## src/core/mrx_pkg.sv

```systemverilog
// register map, field layout and types of the receive path of the 4-level fsk modem
// assumes one system clock; the host reaches every register over the serial register port
package mrx_pkg;
    // --------------------------------------------------------------
    // register addresses (8-bit address phase)
    // --------------------------------------------------------------
    localparam logic [7:0] ADDR_CMD_FIFO = 8'h48;
    localparam logic [7:0] ADDR_RX_FIFO = 8'h4C;
    localparam logic [7:0] ADDR_FIFO_CTL = 8'h50;
    localparam logic [7:0] ADDR_RX_TRACK = 8'h66;
    localparam logic [7:0] ADDR_MODE = 8'h6B;
    localparam logic [7:0] ADDR_IRQ_MASK = 8'h6C;
    localparam logic [7:0] ADDR_IRQ_STAT = 8'h7E;

    // --------------------------------------------------------------
    // serial framing
    // --------------------------------------------------------------
    localparam logic [4:0] SER_ADDR_LAST = 5'h07;
    localparam logic [4:0] SER_DATA_FIRST = 5'h08;
    localparam logic [4:0] SER_DATA_LAST = 5'h17;
    localparam logic [4:0] SER_FRAME_END = 5'h18;

    // --------------------------------------------------------------
    // fields and values
    // --------------------------------------------------------------
    localparam int FIFO_FLUSH_BIT = 15;
    localparam logic [7:0] CMD_BLOCK_RX_OP = 8'h14;
    localparam logic [1:0] BLOCK_LAST_BYTE = 2'h3;
    localparam logic [1:0] TRK_AUTO = 2'h3;
    localparam int TRK_DC_LSB = 0;
    localparam int TRK_TIM_LSB = 4;
    localparam logic [3:0] MODE_RX = 4'h1;
    localparam int STAT_CMD_DONE = 8;
    localparam int STAT_OVERFLOW = 7;
    localparam int STAT_SYNC = 6;
    localparam int MASK_GLOBAL = 15;
    localparam logic [15:0] REG_RESET = 16'h0000;

    // --------------------------------------------------------------
    // frame sync and receive buffer
    // --------------------------------------------------------------
    localparam int SYNC_LEN = 24;
    localparam logic [23:0] SYNC_FS1 = 24'h5A3C96;
    localparam int RXF_AW = 4;
    localparam logic [RXF_AW:0] RXF_DEPTH = 5'h10;

    typedef enum logic [1:0] {MRX_IDLE, MRX_SEARCH, MRX_DATA} mrx_state_t;

    typedef struct packed {
        logic cs_n;
        logic sclk;
        logic mosi;
    } mrx_ser_in_t;

    typedef struct packed {
        logic valid;
        logic bit_val;
    } mrx_demod_t;
endpackage

```

## src/core/mrx_core.sv

```systemverilog
// receive path of the 4-level fsk modem: serial register port, sync search, byte fifo, irq
// assumes serial pins and demodulated bits are synchronous to clk_sys_i
// Behaviour
// - flush pattern in fifo control empties the command fifo before reception
// - block command delivers bytes in fours after sync, repeating until mode change
// - tracking value enables automatic dc offset and symbol timing tracking
// - receive start searches first sync; data offered only after detection
// - command done flag set when four payload bytes are ready
// - mode write while receiving stops or restarts the sync search
// - status read clears all flags after its address phase
// - events reach low-active irq only when masked in, gated by bit 15
`timescale 1ns/10ps
module mrx_core (
    input wire logic clk_sys_i,                // 25 MHz system clock
    input wire logic reset_n_i,                // async reset, low active
    input wire mrx_pkg::mrx_ser_in_t ser_i,    // serial port select, clock, data in
    output logic ser_miso_o,                   // serial read data
    output logic ser_miso_oe_n_o,              // low while driving read data
    input wire mrx_pkg::mrx_demod_t demod_i,   // demodulated bit stream
    output logic interrupt_out_low_o,          // interrupt request, low active
    output logic dc_track_en_o,                // automatic dc offset tracking
    output logic timing_track_en_o,            // automatic symbol timing tracking
    output logic rx_active_o                   // receive mode running
);
    // --------------------------------------------------------------
    // serial register port
    // --------------------------------------------------------------
    logic sclk_q_reg;
    logic [4:0] bit_cnt_reg;
    logic [15:0] shin_reg, shout_reg;
    logic [7:0] addr_reg, addr_next;
    logic sclk_rise, sclk_fall, addr_done, wr_done, is_read;
    logic [15:0] wr_data, rd_value;

    assign sclk_rise = ~ser_i.cs_n & ser_i.sclk & ~sclk_q_reg;
    assign sclk_fall = ~ser_i.cs_n & ~ser_i.sclk & sclk_q_reg;
    assign addr_next = {shin_reg[6:0], ser_i.mosi};
    assign wr_data = {shin_reg[14:0], ser_i.mosi};
    assign addr_done = sclk_rise && bit_cnt_reg == mrx_pkg::SER_ADDR_LAST;
    assign wr_done = sclk_rise && bit_cnt_reg == mrx_pkg::SER_DATA_LAST && !is_read;
    assign is_read = addr_reg == mrx_pkg::ADDR_RX_FIFO || addr_reg == mrx_pkg::ADDR_IRQ_STAT;

    always_ff @(posedge clk_sys_i or negedge reset_n_i)
    begin
        if (!reset_n_i)
        begin
            sclk_q_reg <= 1'b0;
            bit_cnt_reg <= 5'h00;
            shin_reg <= mrx_pkg::REG_RESET;
            addr_reg <= 8'h00;
        end
        else
        begin
            sclk_q_reg <= ser_i.sclk;
            if (ser_i.cs_n)
                bit_cnt_reg <= 5'h00;
            else if (sclk_rise && bit_cnt_reg != mrx_pkg::SER_FRAME_END)
                bit_cnt_reg <= bit_cnt_reg + 5'h01;
            if (sclk_rise)
                shin_reg <= wr_data;
            if (addr_done)
                addr_reg <= addr_next;
        end
    end

    // read data loads at the end of the address phase, shifts out on falling sclk
    always_ff @(posedge clk_sys_i or negedge reset_n_i)
    begin
        if (!reset_n_i)
            shout_reg <= mrx_pkg::REG_RESET;
        else if (addr_done)
            shout_reg <= rd_value;
        else if (sclk_fall && bit_cnt_reg > mrx_pkg::SER_DATA_FIRST)
            shout_reg <= {shout_reg[14:0], 1'b0};
    end

    assign ser_miso_o = shout_reg[15];
    assign ser_miso_oe_n_o = !(!ser_i.cs_n && is_read && bit_cnt_reg >= mrx_pkg::SER_DATA_FIRST);

    // --------------------------------------------------------------
    // control registers
    // --------------------------------------------------------------
    logic [15:0] cmd_reg, track_reg, mask_reg;
    logic cmd_valid_reg, wr_mode;

    assign wr_mode = wr_done && addr_reg == mrx_pkg::ADDR_MODE;

    always_ff @(posedge clk_sys_i or negedge reset_n_i)
    begin
        if (!reset_n_i)
        begin
            cmd_reg <= mrx_pkg::REG_RESET;
            cmd_valid_reg <= 1'b0;
            track_reg <= mrx_pkg::REG_RESET;
            mask_reg <= mrx_pkg::REG_RESET;
        end
        else if (wr_done)
        begin
            case (addr_reg)
                mrx_pkg::ADDR_CMD_FIFO:
                begin
                    cmd_reg <= wr_data;
                    cmd_valid_reg <= 1'b1;
                end
                mrx_pkg::ADDR_FIFO_CTL:
                    if (wr_data[mrx_pkg::FIFO_FLUSH_BIT])
                        cmd_valid_reg <= 1'b0;
                mrx_pkg::ADDR_RX_TRACK: track_reg <= wr_data;
                mrx_pkg::ADDR_IRQ_MASK: mask_reg <= wr_data;
                default: ;
            endcase
        end
    end

    assign dc_track_en_o = track_reg[mrx_pkg::TRK_DC_LSB +: 2] == mrx_pkg::TRK_AUTO;
    assign timing_track_en_o = track_reg[mrx_pkg::TRK_TIM_LSB +: 2] == mrx_pkg::TRK_AUTO;

    // --------------------------------------------------------------
    // sync search and byte assembly
    // --------------------------------------------------------------
    mrx_pkg::mrx_state_t state_reg;
    logic [mrx_pkg::SYNC_LEN-1:0] sync_sh_reg;
    logic [7:0] byte_sh_reg;
    logic [2:0] bit_pos_reg;
    logic [1:0] blk_cnt_reg;
    logic block_cmd, sync_hit, byte_done, push;

    assign block_cmd = cmd_valid_reg && cmd_reg[15:8] == mrx_pkg::CMD_BLOCK_RX_OP;
    assign sync_hit = state_reg == mrx_pkg::MRX_SEARCH && demod_i.valid
        && {sync_sh_reg[mrx_pkg::SYNC_LEN-2:0], demod_i.bit_val} == mrx_pkg::SYNC_FS1;
    assign byte_done = state_reg == mrx_pkg::MRX_DATA && demod_i.valid && bit_pos_reg == 3'h7;
    assign push = byte_done && block_cmd;
    assign rx_active_o = state_reg != mrx_pkg::MRX_IDLE;

    always_ff @(posedge clk_sys_i or negedge reset_n_i)
    begin
        if (!reset_n_i)
            state_reg <= mrx_pkg::MRX_IDLE;
        else if (wr_mode)
            state_reg <= wr_data[3:0] == mrx_pkg::MODE_RX ? mrx_pkg::MRX_SEARCH
                : mrx_pkg::MRX_IDLE;
        else
        begin
            case (state_reg)
                mrx_pkg::MRX_SEARCH: if (sync_hit) state_reg <= mrx_pkg::MRX_DATA;
                mrx_pkg::MRX_DATA: ;
                default: state_reg <= mrx_pkg::MRX_IDLE;
            endcase
        end
    end

    // a restart clears the old sync history so stale bits cannot fake a match
    always_ff @(posedge clk_sys_i or negedge reset_n_i)
    begin
        if (!reset_n_i)
        begin
            sync_sh_reg <= '0;
            byte_sh_reg <= 8'h00;
            bit_pos_reg <= 3'h0;
            blk_cnt_reg <= 2'h0;
        end
        else if (wr_mode || state_reg == mrx_pkg::MRX_IDLE)
        begin
            sync_sh_reg <= '0;
            bit_pos_reg <= 3'h0;
            blk_cnt_reg <= 2'h0;
        end
        else if (demod_i.valid)
        begin
            if (state_reg == mrx_pkg::MRX_SEARCH)
                sync_sh_reg <= {sync_sh_reg[mrx_pkg::SYNC_LEN-2:0], demod_i.bit_val};
            else
            begin
                byte_sh_reg <= {byte_sh_reg[6:0], demod_i.bit_val};
                bit_pos_reg <= bit_pos_reg + 3'h1;
                if (push)
                    blk_cnt_reg <= blk_cnt_reg + 2'h1;
            end
        end
    end

    // --------------------------------------------------------------
    // receive byte fifo
    // --------------------------------------------------------------
    logic [7:0] rxf_mem [0:(1<<mrx_pkg::RXF_AW)-1];
    logic [mrx_pkg::RXF_AW:0] wr_ptr_reg, rd_ptr_reg, rxf_count;
    logic rxf_full, rxf_empty, pop, do_push;

    assign rxf_count = wr_ptr_reg - rd_ptr_reg;
    assign rxf_full = rxf_count == mrx_pkg::RXF_DEPTH;
    assign rxf_empty = rxf_count == '0;
    assign pop = addr_done && addr_next == mrx_pkg::ADDR_RX_FIFO && !rxf_empty;
    assign do_push = push && !rxf_full;

    always_ff @(posedge clk_sys_i or negedge reset_n_i)
    begin
        if (!reset_n_i)
        begin
            wr_ptr_reg <= '0;
            rd_ptr_reg <= '0;
        end
        else
        begin
            if (do_push)
                wr_ptr_reg <= wr_ptr_reg + 1'b1;
            if (pop)
                rd_ptr_reg <= rd_ptr_reg + 1'b1;
        end
    end

    always_ff @(posedge clk_sys_i)
    begin
        if (do_push)
            rxf_mem[wr_ptr_reg[mrx_pkg::RXF_AW-1:0]] <= {byte_sh_reg[6:0], demod_i.bit_val};
    end

    // --------------------------------------------------------------
    // interrupt status and mask
    // --------------------------------------------------------------
    logic [14:0] status_reg, stat_set;
    logic stat_clr, irq_line;

    always_comb
    begin
        stat_set = '0;
        stat_set[mrx_pkg::STAT_CMD_DONE] = do_push && blk_cnt_reg == mrx_pkg::BLOCK_LAST_BYTE;
        stat_set[mrx_pkg::STAT_OVERFLOW] = push && rxf_full;
        stat_set[mrx_pkg::STAT_SYNC] = sync_hit;
    end

    assign stat_clr = addr_done && addr_next == mrx_pkg::ADDR_IRQ_STAT;

    // a new event in the clearing cycle survives the clear
    always_ff @(posedge clk_sys_i or negedge reset_n_i)
    begin
        if (!reset_n_i)
            status_reg <= '0;
        else
            status_reg <= (stat_clr ? 15'h0000 : status_reg) | stat_set;
    end

    assign irq_line = mask_reg[mrx_pkg::MASK_GLOBAL] && |(status_reg & mask_reg[14:0]);
    assign interrupt_out_low_o = !irq_line;

    always_comb
    begin
        case (addr_next)
            mrx_pkg::ADDR_IRQ_STAT: rd_value = {irq_line, status_reg};
            mrx_pkg::ADDR_RX_FIFO: rd_value = {8'h00, rxf_mem[rd_ptr_reg[mrx_pkg::RXF_AW-1:0]]};
            default: rd_value = 16'h0000;
        endcase
    end
endmodule

```

## config.mk

```make
export PLATFORM = sky130hd
export DESIGN_NAME = mrx_core
export DESIGN_NICKNAME = d
export VERILOG_FILES = /design/src/core/mrx_pkg.sv /design/src/core/mrx_core.sv
export SDC_FILE = /design/constraint.sdc
export NUM_CORES = 1
export LEC_CHECK = 0
export BUFFER_PORTS_ARGS = -buffer_cell sky130_fd_sc_hd__buf_2
export CORE_AREA = 2 2 189 191
export CTS_BUF_LIST = sky130_fd_sc_hd__clkbuf_4 sky130_fd_sc_hd__clkbuf_8
export DETAILED_ROUTE_END_ITERATION = 10
export DIE_AREA = 0 0 191 193
export PLACE_DENSITY_LB_ADDON = 0.25
export SLEW_MARGIN = 20
export SYNTH_ARGS = -nofsm -noshare
export SYNTH_HDL_FRONTEND = slang
export SYNTH_SLANG_ARGS = --single-unit
export TNS_END_PERCENT = 50
```

## constraint.sdc

```tcl
create_clock -name clk_sys_i -period 4.4 [get_ports clk_sys_i]
set_input_delay 0.22 -clock clk_sys_i [delete_from_list [all_inputs] [get_ports clk_sys_i]]
set_output_delay 0.22 -clock clk_sys_i [all_outputs]
set_load 0.05 [all_outputs]
```

==> impl_results.md <==
- Drt initial violations: approximately 340
- I/O pins: 13
- FFs w/ async S/R, synth: 46.7%
- Count of flip-flops with a built-in enable after synthesis: between 100 and 150
- Hold Fails Final Rpt: 0
- Actual transition at the worst max-transition pin: ~0.95 ns
- Count of maximum capacitance violations: 0
- Netlist area before placement: 0.0104 mm2
- Global route total overflow: 0
- Start-to-end type of the worst setup path: reg2reg
- Clock edge transition at the registers on the reported setup and hold paths: 0.06 ns
- Setup total negative slack: 0 ns
- Port-buffer cells: 12
- Seq cells post-synth: 240
- Area fraction of the dominant cell type after synthesis: 37.0%
- Initial Util: between 20% and 30%
- Die boundary height: between 150 and 200 um
- Leakage component of the power: around 4.6 nW
- Maximum count of clock buffers along a single path: 3
- Worst vdd ir: around 0.18 mV
- Achievable frequency: roughly 350 MHz
- Synthesized area per cell: ~14 um2
- Unique cell type count in the Yosys netlist: between 50 and 60
- Period utilisation layout: between 60% and 70%
- Core region area: between 0.03 and 0.04 mm2
- Total of endpoints with negative setup slack in the final report: 0
- Worst endpoint required time: 4.55 ns
- Pin count of the biggest net entering global routing: 58
- Die ar.: approximately 0.037 mm2
- Residual DRC count: 0
- X dimension of the die: between 150 and 200 um
- HPWL after DPL: around 15000 um
- N_diodes: 0
- Final net count: approximately 800
- Vias in the first global route: slightly above 6k
- Filler Cells Inserted: ~3.4k
- Initial antenna violation count: 0
- Synthesized Nets: 764
- Via count: roughly 6k
- RD Place Congestion: between 0.7 and 0.8
- Fin crit period: roughly 2.8 ns
- Non-filler instance count after layout: roughly 1.3k
- Final ANT Viol Nets: 0
- Post-synth top flop: edfxtp_1
- Proportion of layout cells with a drive suffix above 1: between 20% and 30%
- Startpoint types: flip-flop
- Worst EP arrival: roughly 3 ns
- Nature of the critical path endpoint: flip-flop
- Detailed-route wire length per cell: 18.5 um
- Num CTS Buffers: 42
- Share of the yosys chip area belonging to registers: between 60% and 70%
- Area grow syn2layout: 14.2%
- Post-CTS Setup Repair Bufs: 0
- Number of sinks on the clock net: 240
- Latest clock arrival within the worst-skew pair: 0.54 ns
- Synthesis warning total: 0
- Placed cells: around 1.2k
- Final count of pins violating max slew: 0
- Vias/cell: around 4.8
- Root buffer selected by CTS: clkbuf_8
- Largest clock skew in the final design: 0.0123 ns
- Global-route wire length before repair: 36900 um
- Run status: finished clean
- Top fanout value on the critical path: 10
- Wire length reported by the detailed router: between 20000 and 25000 um
- Storage cell area: ~0.0066 mm2
- First drt pass iteration count: 4
- Total routing usage reported by global routing: between 10% and 20%
- Total area of multi-input combinational cells: 0.00346 mm2
- Setup repair after global routing missed its margin: no
- Power density of the placed cells: between 400 and 500 mW/mm2
- Clock tree from TritonCTS: built
- Max FFs per register: 128
- Hold WC Path Type: in2reg
- Largest cells by area after synthesis: edfxtp_1, dfrtp_1, mux4_2, mux2_2, nand2_1
- Headroom to the max-slew limit: 36.6%
- H-tree lvl count: 2
- Count of mapped cells out of synthesis: 743
- Most area-hungry cell type in the Yosys netlist: edfxtp_1
- Number of core rows: 69
==> synth_stat cells (2+ instances only) <==
cell       instances
edfxtp_1         128
dfrtp_1          112
nand2_1           85
nor2_1            42
mux2_2            38
o21ai_0           34
mux4_2            33
inv_1             32
a22oi_1           28
and3_1            20
clkbuf_1          19
ha_1              14
mux2i_1           14
a21oi_1           12
buf_2             12
nand3_1            9
xor2_1             8
a2bb2oi_1          7
nor3_1             7
nand4_1            6
nor2b_1            6
o22a_1             6
xnor2_1            6
and4b_1            5
nand2b_1           5
nor4b_1            5
a211oi_1           4
and2_1             4
mux2_4             4
nor3b_1            3
or3_1              3
and4_1             2
nor4_1             2
nor4bb_1           2
o2bb2ai_1          2
o32a_1             2
==> worst paths after layout <==
kind,startpoint,end,slack (ns),depth (start not counted)
worst max register to register,wr_ptr_reg[2],rxf_mem[3][6],1.56,6
max in group asynchronous,reset_n_i,cmd_reg[15],3.12,3
worst min register to register,addr_reg[7],addr_reg[7],0.46,2
worst max-delay path,wr_ptr_reg[2],rxf_mem[3][6],1.56,6
worst min-delay path,demod_i[0],rxf_mem[5][0],0.16,1
min in group asynchronous,reset_n_i,shout_reg[12],0.31,2
==> cell families after synthesis <==
kind of cell               after synthesis  synth area share [%]
DFF                                    240                  64.1
and+or+nand+nor                        214                  10.3
AOI/OAI and AO/OA                      103                  6.61
muxes                                   90                  13.3
buffers and inverters                   67                  2.62
xor gates and xnor gates                15                  1.40
adders and majority gates               14                  1.69
==> power by group <==
group,switching [mW],internal (mW)
logic,0.0789,0.0897
clock network,0.881,1.17
registers,0.171,2.51
total,1.13,3.77
==> final cells by class <==
type	instances	share of cell area [%]
sequential	240	56.1
multi-input combinational	436	29.2
clock buffer	63	6.53
tap	461	4.87
timing repair buffer	28	1.63
inverter	33	1.05
clock inverter	11	0.602
==> critical path: stages (launching register included) <==
cell	delay, ns
dfrtp_1	0.50
ha_1	0.42
and3b_1	0.20
o21ai_0	0.19
o21ai_1	0.16
a21oi_2	0.19
nor4b_2	0.80
==> through the flow <==
step | hold slack (ns) | utilization (%) | instance area, um2 | power [mW] | worst slack (ns)
final | 0.160 | 33.9 | 11800 | 4.90 | 1.56
after global routing | 0.144 | 33.9 | 11800 | 5.11 | 1.32
after CTS | 0.142 | 33.9 | 11800 | 4.97 | 1.53
after detailed placement | 0.353 | 31.4 | 11000 | 2.90 | 1.56
after global placement | 0.362 | 31.4 | 11000 | 2.90 | 1.62
after floorplan | -0.0756 | - | 10400 | 2.75 | 0.985
==> placed cells by master, fill, tap and decap left out, drive strengths merged, types with 20 or more instances in the layout <==
| cell | instances |
|---|---|
| a22oi | 28 |
| and3 | 20 |
| buf | 24 |
| clkbuf | 63 |
| dfrtp | 112 |
| edfxtp | 128 |
| inv | 33 |
| mux2 | 43 |
| mux4 | 33 |
| nand2 | 85 |
| nor2 | 43 |
| o21ai | 35 |
==> routing by layer <==
layer	wire (um)	track usage (%)	share of wire, %	vias to the layer above
li1	-	-	-	2846
met1	10800	17.9	46	3094
met2	11300	21.3	48	132
met3	1100	2.57	4.7	32
met4	369	3.61	1.6	0
met5	0	0	0	-
==> timing repair <==
action                                  in CTS  in global routing
hold endpoints to repair                    64                  0
hold buffers                                 4                  0
resized for setup                            0                  0
endpoints found under the setup margin       0                  0
(Power assumes the default switching activity.)
